$ cat config.mk
export PLATFORM = sky130hd
export DESIGN_NAME = exception_priority_fault_unit
export DESIGN_NICKNAME = d
export VERILOG_FILES = /design/src/logic/exc_fault_pkg.sv /design/src/logic/exception_priority_fault_unit.sv
export VERILOG_INCLUDE_DIRS = /design/src /design/src/logic
export SDC_FILE = /design/constraint.sdc
export NUM_CORES = 2
export LEC_CHECK = 0
export ABC_AREA = 1
export BUFFER_PORTS_ARGS = -buffer_cell sky130_fd_sc_hd__buf_2
export CAP_MARGIN = 20
export CORE_AREA = 2 2 349 351
export CTS_BUF_LIST = sky130_fd_sc_hd__clkbuf_4
export CTS_CLUSTER_DIAMETER = 80
export CTS_CLUSTER_SIZE = 14
export DETAILED_ROUTE_END_ITERATION = 12
export DIE_AREA = 0 0 351 353
export PLACE_DENSITY = 0.57
export SETUP_SLACK_MARGIN = 0.4
export SKIP_CTS_REPAIR_TIMING = 1
export SLEW_MARGIN = 20
export SYNTH_ARGS = -nofsm -noshare
export SYNTH_HDL_FRONTEND = slang
export SYNTH_SLANG_ARGS = --single-unit
$ cat constraint.sdc
create_clock -name clk -period 94.5 [get_ports clk]
set_input_delay 18.9 -clock clk [delete_from_list [all_inputs] [get_ports clk]]
set_output_delay 18.9 -clock clk [all_outputs]
set_load 0.005 [all_outputs]
$ cat src/logic/exc_fault_defs.svh
// constants of the exception unit
`ifndef EXC_FAULT_DEFS_SVH
`define EXC_FAULT_DEFS_SVH

// register byte offsets
`define OFS_CTRL_STATE 8'h00
`define OFS_VEC_BASE 8'h04
`define OFS_HANDLER_CTRL 8'h08
`define OFS_TRAP_CTRL 8'h0C
`define OFS_MM_CAUSE 8'h10
`define OFS_BUS_CAUSE 8'h14
`define OFS_USAGE_CAUSE 8'h18
`define OFS_HARD_CAUSE 8'h1C
`define OFS_TICK_CTRL 8'h20
`define OFS_TICK_RELOAD 8'h24
`define OFS_TICK_VALUE 8'h28
`define OFS_IRQ_ENABLE 8'h2C
`define OFS_IRQ_PEND 8'h30
`define OFS_IRQ_UNPEND 8'h34
`define OFS_PRIO_BASE 8'h38
`define OFS_PRIO_LAST 8'h4C

// field positions
`define CS_ACTIVE_LSB 0
`define CS_PENDING_LSB 12
`define CS_DEFER_CLR 27
`define CS_DEFER_SET 28
`define HC_MM_EN 16
`define HC_BUS_EN 17
`define HC_USAGE_EN 18
`define TC_UNALIGN 3
`define TC_DIVZERO 4
`define UC_UNALIGN 8
`define UC_DIVZERO 9
`define HF_VECTOR 1
`define HF_FORCED 30
`define TK_ENABLE 0
`define TK_IRQ_EN 1
`define TK_FLAG 16
`define PRIO_NIBBLES 8

// reset value and vector base mask
`define RST_PEND 48'h0000_0000_0002
`define VEC_BASE_MASK 32'hFFFF_FFFC

// exception numbering
`define NUM_RESET 1
`define NUM_NMI 2
`define NUM_HARD 3
`define NUM_MM 4
`define NUM_BUS 5
`define NUM_USAGE 6
`define NUM_SVC 11
`define NUM_DBG 12
`define NUM_DEFER 14
`define NUM_TICK 15
`define NUM_IRQ_BASE 16
`define NUM_IRQ 32
`define NUM_EXC 48

// priority levels, smaller is more urgent
`define LVL_RESET 4'h0
`define LVL_NMI 4'h1
`define LVL_HARD 4'h2
`define LVL_OFFSET 4'h3
`define LVL_IDLE 4'hF
`define PRIO_W 3
`define TICK_W 24

`endif

$ cat src/logic/exc_fault_pkg.sv
// state type of the exception unit
`include "exc_fault_defs.svh"

package exc_fault_pkg;

    typedef struct packed {
        logic [`NUM_EXC-1:0] pend;
        logic [`NUM_EXC-1:0] active;
        logic [`NUM_EXC-1:0][`PRIO_W-1:0] prio;
        logic [31:0] vtor;
        logic mmEn;
        logic busEn;
        logic usageEn;
        logic trapUnalign;
        logic trapDivZero;
        logic [7:0] mmCause;
        logic [7:0] busCause;
        logic [15:0] usageCause;
        logic [31:0] hardCause;
        logic tickEn;
        logic tickIrqEnable;
        logic tickFlag;
        logic [`TICK_W-1:0] tickReload;
        logic [`TICK_W-1:0] tickVal;
        logic [`NUM_IRQ-1:0] irqEn;
        logic [31:0] rdata;
        logic rdErr;
        logic reqVld;
        logic [5:0] reqNum;
        logic [31:0] vecAddr;
        logic [5:0] curNum;
    } state_t;

endpackage

$ cat src/logic/exception_priority_fault_unit.sv
// exception numbering, priority arbitration, fault escalation and tick timer
// Functional notes
// - system exceptions are numbered 1 to 15, interrupts from 16 upward
// - exactly 32 interrupt inputs, each on its own number above 15
// - reset, nmi and hard fault sit at fixed levels above all others
// - fixed numbers for bus, usage, call, monitor, deferred, tick; gaps reserved
// - running exception number shown on a port and in control state
// - smaller priority value preempts a running larger value, nesting
// - enabled fault handler taken when nothing equal or higher runs
// - enabled fault behind equal or higher work does not stay pending; it escalates
// - disabled or blocked fault escalates to hard fault
// - error during vector fetch raises hard fault, not bus fault
// - bus error on prefetch, data or stacking raises bus fault
// - each configurable fault class enabled by its handler control bit
// - each fault records its cause in its class cause register
// - memory fault on no-execute, read-only write, privilege violation
// - usage fault on undefined, coprocessor, bad state, bad return, multi
// - optional usage faults on divide by zero and any unaligned access
// - supervisor call only from its instruction and never deferred
// - writing 1 to the deferred bit pends the deferred request
// - 24-bit down-counting tick timer raising number 15
// - tick exception raised only while tick irq enable is set
// - handler address from a software-movable vector table base
// - 3-bit run-time priority per interrupt, levels 0 to 7
//
// Our own choices: the register addresses and the APB slave port.
`timescale 1ns/1ns
`include "exc_fault_defs.svh"

module exception_priority_fault_unit (
    input wire logic clk,
    input wire logic reset,
    input wire logic psel,
    input wire logic penable,
    input wire logic pwrite,
    input wire logic [7:0] paddr,
    input wire logic [31:0] pwdata,
    output logic [31:0] prdata,
    output logic pready,
    output logic pslverr,
    input wire logic [`NUM_IRQ-1:0] irqReq,
    input wire logic nmiReq,
    input wire logic dbgReq,
    input wire logic svcExec,
    input wire logic [2:0] mmEvt,
    input wire logic [3:0] busEvt,
    input wire logic [4:0] usageEvt,
    input wire logic unalignEvt,
    input wire logic divZeroEvt,
    input wire logic vecFetchErr,
    output logic excReq,
    output logic [8:0] excNum,
    output logic [31:0] excVector,
    input wire logic entryAck,
    input wire logic excReturn,
    output logic [8:0] curExcNum
);

    exc_fault_pkg::state_t s;
    exc_fault_pkg::state_t next_s;

    // ****************************************
    // decoding helpers
    // ****************************************

    function automatic logic [3:0] levelOf(input exc_fault_pkg::state_t st, input int n);
        logic [3:0] lvl;
        lvl = `LVL_OFFSET + {1'b0, st.prio[n]};
        if (n == `NUM_RESET) begin
            lvl = `LVL_RESET;
        end else if (n == `NUM_NMI) begin
            lvl = `LVL_NMI;
        end else if (n == `NUM_HARD) begin
            lvl = `LVL_HARD;
        end
        return lvl;
    endfunction

    // most urgent member of a mask: {level, number}
    function automatic logic [9:0] pick(input exc_fault_pkg::state_t st,
        input logic [`NUM_EXC-1:0] m);
        logic [3:0] lvl;
        logic [5:0] num;
        lvl = `LVL_IDLE;
        num = 6'h00;
        for (int i = 1; i < `NUM_EXC; i++) begin
            if (m[i] && levelOf(st, i) < lvl) begin
                lvl = levelOf(st, i);
                num = 6'(i);
            end
        end
        return {lvl, num};
    endfunction

    function automatic logic isMapped(input logic [7:0] a);
        return (a[1:0] == 2'h0) && (a <= `OFS_PRIO_LAST);
    endfunction

    // first entry of a priority word
    function automatic int prioIndex(input logic [7:0] a);
        return ((int'(a) - int'(`OFS_PRIO_BASE)) / 4) * `PRIO_NIBBLES;
    endfunction

    // class off or blocked by the running level
    function automatic logic escalates(input logic en, input logic [3:0] run,
        input logic [3:0] lvl);
        return !en || run <= lvl;
    endfunction

    function automatic logic [31:0] readReg(input exc_fault_pkg::state_t st,
        input logic [7:0] a);
        logic [31:0] r;
        int base;
        r = 32'h0000_0000;
        base = 0;
        unique case (a)
            `OFS_CTRL_STATE: begin
                r[`CS_ACTIVE_LSB +: 9] = {3'h0, st.curNum};
                if (st.reqVld) begin
                    r[`CS_PENDING_LSB +: 9] = {3'h0, st.reqNum};
                end
                r[`CS_DEFER_SET] = st.pend[`NUM_DEFER];
            end
            `OFS_VEC_BASE: r = st.vtor;
            `OFS_HANDLER_CTRL: begin
                r[`HC_MM_EN] = st.mmEn;
                r[`HC_BUS_EN] = st.busEn;
                r[`HC_USAGE_EN] = st.usageEn;
            end
            `OFS_TRAP_CTRL: begin
                r[`TC_UNALIGN] = st.trapUnalign;
                r[`TC_DIVZERO] = st.trapDivZero;
            end
            `OFS_MM_CAUSE: r[7:0] = st.mmCause;
            `OFS_BUS_CAUSE: r[7:0] = st.busCause;
            `OFS_USAGE_CAUSE: r[15:0] = st.usageCause;
            `OFS_HARD_CAUSE: r = st.hardCause;
            `OFS_TICK_CTRL: begin
                r[`TK_ENABLE] = st.tickEn;
                r[`TK_IRQ_EN] = st.tickIrqEnable;
                r[`TK_FLAG] = st.tickFlag;
            end
            `OFS_TICK_RELOAD: r[`TICK_W-1:0] = st.tickReload;
            `OFS_TICK_VALUE: r[`TICK_W-1:0] = st.tickVal;
            `OFS_IRQ_ENABLE: r = st.irqEn;
            `OFS_IRQ_PEND: r = st.pend[`NUM_EXC-1:`NUM_IRQ_BASE];
            default: begin
                if (a >= `OFS_PRIO_BASE && a <= `OFS_PRIO_LAST) begin
                    base = prioIndex(a);
                    for (int j = 0; j < `PRIO_NIBBLES; j++) begin
                        r[4*j +: `PRIO_W] = st.prio[base + j];
                    end
                end
            end
        endcase
        return r;
    endfunction

    // ****************************************
    // next state
    // ****************************************

    logic [9:0] runPick;
    logic [9:0] bestPick;
    logic [9:0] curPick;
    logic [3:0] runLvl;
    logic [`NUM_EXC-1:0] eligible;
    logic wrAccess;
    logic rdAccess;
    logic [15:0] usageHit;
    int pbase;

    always_comb begin
        next_s = s;
        pbase = 0;
        runPick = pick(s, s.active);
        runLvl = runPick[9:6];
        wrAccess = psel && penable && pwrite;
        rdAccess = psel && penable && !pwrite;

        // apb setup phase captures read data, so prdata is registered
        if (psel && !penable) begin
            next_s.rdata = readReg(s, paddr);
            next_s.rdErr = !isMapped(paddr);
        end

        // software writes and clears first, hardware sets below win
        if (wrAccess && isMapped(paddr)) begin
            unique case (paddr)
                `OFS_CTRL_STATE: begin
                    if (pwdata[`CS_DEFER_CLR]) begin
                        next_s.pend[`NUM_DEFER] = 1'b0;
                    end
                    if (pwdata[`CS_DEFER_SET]) begin
                        next_s.pend[`NUM_DEFER] = 1'b1;
                    end
                end
                `OFS_VEC_BASE: next_s.vtor = pwdata & `VEC_BASE_MASK;
                `OFS_HANDLER_CTRL: begin
                    next_s.mmEn = pwdata[`HC_MM_EN];
                    next_s.busEn = pwdata[`HC_BUS_EN];
                    next_s.usageEn = pwdata[`HC_USAGE_EN];
                end
                `OFS_TRAP_CTRL: begin
                    next_s.trapUnalign = pwdata[`TC_UNALIGN];
                    next_s.trapDivZero = pwdata[`TC_DIVZERO];
                end
                `OFS_MM_CAUSE: next_s.mmCause = s.mmCause & ~pwdata[7:0];
                `OFS_BUS_CAUSE: next_s.busCause = s.busCause & ~pwdata[7:0];
                `OFS_USAGE_CAUSE: next_s.usageCause = s.usageCause & ~pwdata[15:0];
                `OFS_HARD_CAUSE: next_s.hardCause = s.hardCause & ~pwdata;
                `OFS_TICK_CTRL: begin
                    next_s.tickEn = pwdata[`TK_ENABLE];
                    next_s.tickIrqEnable = pwdata[`TK_IRQ_EN];
                end
                `OFS_TICK_RELOAD: next_s.tickReload = pwdata[`TICK_W-1:0];
                `OFS_TICK_VALUE: begin
                    next_s.tickVal = '0;
                    next_s.tickFlag = 1'b0;
                end
                `OFS_IRQ_ENABLE: next_s.irqEn = pwdata;
                `OFS_IRQ_PEND: begin
                    next_s.pend[`NUM_EXC-1:`NUM_IRQ_BASE] = s.pend[`NUM_EXC-1:`NUM_IRQ_BASE]
                        | pwdata;
                end
                `OFS_IRQ_UNPEND: begin
                    next_s.pend[`NUM_EXC-1:`NUM_IRQ_BASE] = s.pend[`NUM_EXC-1:`NUM_IRQ_BASE]
                        & ~pwdata;
                end
                default: begin
                    pbase = prioIndex(paddr);
                    for (int j = 0; j < `PRIO_NIBBLES; j++) begin
                        next_s.prio[pbase + j] = pwdata[4*j +: `PRIO_W];
                    end
                end
            endcase
        end

        // reading the tick control clears its flag
        if (rdAccess && paddr == `OFS_TICK_CTRL) begin
            next_s.tickFlag = 1'b0;
        end

        // core handshake: entry and return
        if (entryAck && s.reqVld) begin
            next_s.pend[s.reqNum] = 1'b0;
            if (s.reqNum != 6'(`NUM_RESET)) begin
                next_s.active[s.reqNum] = 1'b1;
            end
        end
        if (excReturn && runPick[5:0] != 6'h00) begin
            next_s.active[runPick[5:0]] = 1'b0;
        end

        // external sources
        next_s.pend[`NUM_EXC-1:`NUM_IRQ_BASE] = next_s.pend[`NUM_EXC-1:`NUM_IRQ_BASE]
            | irqReq;
        if (nmiReq) begin
            next_s.pend[`NUM_NMI] = 1'b1;
        end
        if (dbgReq) begin
            next_s.pend[`NUM_DBG] = 1'b1;
        end

        // supervisor call cannot wait; a blocked call becomes a hard fault
        if (svcExec) begin
            if (runLvl <= levelOf(s, `NUM_SVC)) begin
                next_s.pend[`NUM_HARD] = 1'b1;
                next_s.hardCause[`HF_FORCED] = 1'b1;
            end else begin
                next_s.pend[`NUM_SVC] = 1'b1;
            end
        end

        // memory management faults
        if (|mmEvt) begin
            next_s.mmCause[2:0] = next_s.mmCause[2:0] | mmEvt;
            if (escalates(s.mmEn, runLvl, levelOf(s, `NUM_MM))) begin
                next_s.pend[`NUM_HARD] = 1'b1;
                next_s.hardCause[`HF_FORCED] = 1'b1;
            end else begin
                next_s.pend[`NUM_MM] = 1'b1;
            end
        end

        // bus faults
        if (|busEvt) begin
            next_s.busCause[3:0] = next_s.busCause[3:0] | busEvt;
            if (escalates(s.busEn, runLvl, levelOf(s, `NUM_BUS))) begin
                next_s.pend[`NUM_HARD] = 1'b1;
                next_s.hardCause[`HF_FORCED] = 1'b1;
            end else begin
                next_s.pend[`NUM_BUS] = 1'b1;
            end
        end

        // usage faults, two of them only when trapped
        usageHit = {6'h00, divZeroEvt && s.trapDivZero, unalignEvt && s.trapUnalign,
                    3'h0, usageEvt};
        if (|usageHit) begin
            next_s.usageCause = next_s.usageCause | usageHit;
            if (escalates(s.usageEn, runLvl, levelOf(s, `NUM_USAGE))) begin
                next_s.pend[`NUM_HARD] = 1'b1;
                next_s.hardCause[`HF_FORCED] = 1'b1;
            end else begin
                next_s.pend[`NUM_USAGE] = 1'b1;
            end
        end

        // vector fetch errors go straight to hard fault
        if (vecFetchErr) begin
            next_s.pend[`NUM_HARD] = 1'b1;
            next_s.hardCause[`HF_VECTOR] = 1'b1;
        end

        // tick timer: reload at zero, event on the step from one to zero
        if (s.tickEn) begin
            if (s.tickVal == '0) begin
                next_s.tickVal = s.tickReload;
            end else begin
                next_s.tickVal = s.tickVal - `TICK_W'(1);
                if (s.tickVal == `TICK_W'(1)) begin
                    next_s.tickFlag = 1'b1;
                    if (s.tickIrqEnable) begin
                        next_s.pend[`NUM_TICK] = 1'b1;
                    end
                end
            end
        end

        // reserved numbers never pend
        next_s.pend[0] = 1'b0;
        next_s.pend[7] = 1'b0;
        next_s.pend[8] = 1'b0;
        next_s.pend[9] = 1'b0;
        next_s.pend[10] = 1'b0;
        next_s.pend[13] = 1'b0;

        // arbitration on the updated state
        eligible = {next_s.irqEn, {`NUM_IRQ_BASE{1'b1}}};
        bestPick = pick(next_s, next_s.pend & eligible);
        curPick = pick(next_s, next_s.active);
        next_s.reqVld = bestPick[9:6] < curPick[9:6];
        next_s.reqNum = bestPick[5:0];
        next_s.vecAddr = next_s.vtor + {24'h00_0000, bestPick[5:0], 2'h0};
        next_s.curNum = curPick[5:0];
    end

    // ****************************************
    // state register
    // ****************************************

    always_ff @(posedge clk or posedge reset) begin
        if (reset) begin
            s <= '0;
            s.pend <= `RST_PEND;
        end else begin
            s <= next_s;
        end
    end

    // ****************************************
    // outputs
    // ****************************************

    assign pready = 1'b1;
    assign pslverr = psel && penable && s.rdErr;
    assign prdata = s.rdata;
    assign excReq = s.reqVld;
    assign excNum = {3'h0, s.reqNum};
    assign excVector = s.vecAddr;
    assign curExcNum = {3'h0, s.curNum};

endmodule

==> run_results.csv <==
group,metric,value,unit
cts,cts_tree,"yes",
floorplanning,die_h,353,um
placed_design,port_buffers,172,
critical_path,worstPathMaxFanout,16,
critical_path,crit_slowest_cell,"a221oi_4",
detailed_routing,drc,0,
critical_path,end_kind,"flip-flop",
cts,clkTransAtPathRegs,0.17,ns
critical_path,crit_family,"compound AO/OA/AOI/OAI gates",
global_routing,track_usage,35.98,%
timing,setup_viol,0,
floorplanning,row_count,128,
synthesis,synth.cell_area,0.04788,mm2
timing,finalCriticalPeriod,86.89,ns
timing,final_max_slew_viol_count,0,
global_routing,overflow,0,
placed_design,place_hpwl,185.9,mm
run_status,status,"finished, final reports clean",
floorplanning,core-area,0.1206,mm2
hold_path,min_from,"prdata[26]$_DFFE_PP0P_",
critical_path,arrival,87.89,ns
critical_path,cp-start-kind,"flip-flop",
synthesis,synth_seq_cells,491,
run,max_cap_violations,0,
cts,cts_buffer_depth,3,
synthesis,synthCells,7258,
critical_path,cpMostUsedCell,"ha_1",
cts,clk_latency,1.06,ns
timing,hold_slack,0.4927,ns
global_routing,grt_max_degree,108,
timing,clock.fmax,0.01151,GHz
global_routing,grt_pass1_vias,46180,
cells_and_area,area_growth,8.485,%
timing,tightest_slew,1.353,ns
critical_path,r2r_start,"s[407]$_DFF_PP0_",
floorplanning,ioPinCount,182,
timing,relSlewSlack,8.842,%
timing,hold_viol_final,0,
synthesis,ys.flop_type,"dfrtp_1",
cts,cts_inserted_buffers,48,
placed_design,placedInstanceArea,0.05006,mm2
cells_and_area,final_common_cell,"nand2_1",
placed_design,gp_congestion,1.042,
synthesis,yosysWarningCount,0,
timing,fin_crit_sh,91.94,%
detailed_routing,drt-initial-drc-count,5910,
cts,cts_max_level,2,
synthesis,syn_area_per_cell,6.597,um2
critical_path,cp_slowest_stage_delay,0.45,ns
cts,root_buffer,"clkbuf_4",
cells_and_area,layout-drive-gt1-share,14.99,%
detailed_routing,routedWlPerCell,25.25,um
critical_path,crit_start,"s[407]$_DFF_PP0_",
detailed_routing,routed_wl,229.5,mm
floorplanning,die_area,0.1239,mm2
critical_path,critPathRequiredTime,95.51,ns
timing,fin_worst_skew,0.09279,ns
cells_and_area,final_cell_mix,"nand2_1, inv_1, nand3_1, o21ai_0, dfrtp_1",
global_routing,grt_pass1_wl,324.7,mm
floorplanning,start_util,39.70,%
cells_and_area,nNetsFinal,7870,
synthesis,ys_types,75,
synthesis,async_reset_ff_share,100.0,%
detailed_routing,ant_nets,0,
cts,cts_sinks,491,
synthesis,synth-edff-count,0,
cells_and_area,final_area,0.05194,mm2
hold_path,hold_class,"flip-flop to flip-flop",
synthesis,yosysSeqAreaShare,25.67,%
critical_path,cp.buffers_inverters,127,
critical_path,critPathKind,"flip-flop to flip-flop",
detailed_routing,drt-pass1-iter-count,6,
global_routing,antenna_found_initial,33,
detailed_routing,num_vias,51130,
floorplanning,die_w,351,um
detailed_routing,drt-vias-per-instance,5.625,
worst paths after layout:
path / endpoint / slack [ns] / depth (start not counted)
max in group asynchronous: s[439]$_DFF_PP0_ / 73.56 / 5
min in group asynchronous: s[199]$_DFFE_PP0P_ / 18.01 / 2
max: excVector[30]$_DFF_PP0_ / 7.61 / 572
min reg2reg: prdata[26]$_DFFE_PP0P_ / 0.49 / 2
max reg2reg: excVector[30]$_DFF_PP0_ / 7.61 / 572
min: prdata[26]$_DFFE_PP0P_ / 0.49 / 2
sequential cells by signal (all words and copies together), names as in the netlist:
name,count
excNum,6
prdata,32
curExcNum,6
excVector,30
excReq,1
s,416
Yosys cell counts (5+ instances only):
cell       number  area (um2)
nand3_1       801        4009
nor4_1         12       75.07
nand3_2        17       170.2
a21oi_1       267        1336
nand2_8         6       120.1
nand4_1        65       406.6
clkinv_1       23       86.33
a41oi_1         5       43.79
a21boi_0       23       172.7
nor2_2         65       406.6
nand2_4        85       957.2
inv_4           7       43.79
a21o_1          9       67.56
clkbuf_1      128       480.5
a211oi_1       10       75.07
o21a_1         67       503.0
dfrtp_1       490       12260
a221oi_1       45       394.1
buf_6          19       214.0
o21ai_1        62       310.3
o211ai_1       67       503.0
nor2_1        325        1220
o22ai_1        71       444.2
a2111oi_0      13       113.9
o21ai_2        10       87.58
inv_2         115       431.7
xor2_1        112       980.9
ha_1          347        4342
o2111ai_1      19       166.4
xnor2_1        12       105.1
buf_4          87       653.1
nor3_1         83       415.4
nand2_2       291        1821
inv_1        1077        4043
o21ai_0       651        3258
o21bai_1        7       52.55
a31oi_1        10       62.56
clkbuf_8        7       96.34
nand2_1      1678        6299
o221ai_1        7       61.31
per-stage QoR:
step	setup slack, ns	std cells	TNS, ns	utilization (%)
global placement	-0.3968	8904	-1.941	41.51
detailed placement	-4.606	8904	-112.17	41.51
CTS	-5.011	8981	-126.87	42.10
global route	-0.4327	9078	-2.380	43.05
floorplan	11.89	7265	0	-
finish	7.614	9090	0	43.07
cell families (layout without fill, tap and decap cells):
logic type	count (synthesis)	in the layout	share of synthesized area (%)
buffers and inverters	1473	1640	12.80
multiplexers	1	1	0.02091
AND/OR/NAND/NOR	3445	3465	33.50
adder cells (fa/ha/maj)	348	348	9.110
flip-flops	491	491	25.67
XOR/XNOR	124	124	2.268
other	2	22	0.01569
AO/OA/AOI/OAI	1374	1374	16.62
per-layer routing:
metal  GRT usage (%)  part of all wire [%]
met2           52.63                    42
met3           7.969                    10
met5               0                 0.075
met4           16.66                   5.3
met1           50.10                    43
worst min-delay path, cell delays in order, from the launching register on:
cell and delay (ns):
dfrtp_1 0.37, nand2_1 0.05, nand2_1 0.05
layout make-up:
| cell class | count | area (um2) |
|---|---|---|
| well taps | 1625 | 2033 |
| fillers | 12950 | 68650 |
| repair buffers | 334 | 2090 |
| clock buffers | 55 | 412.9 |
| inverters | 1229 | 4686 |
| flip-flops and latches | 491 | 12290 |
| clock inverters | 22 | 287.8 |
| multi-input cells | 5321 | 30110 |
| diodes | 13 | 32.53 |
Power is left out: the tool's default activity adds up to more than one toggle a clock period on the data nets, which glitch-free logic cannot reach.
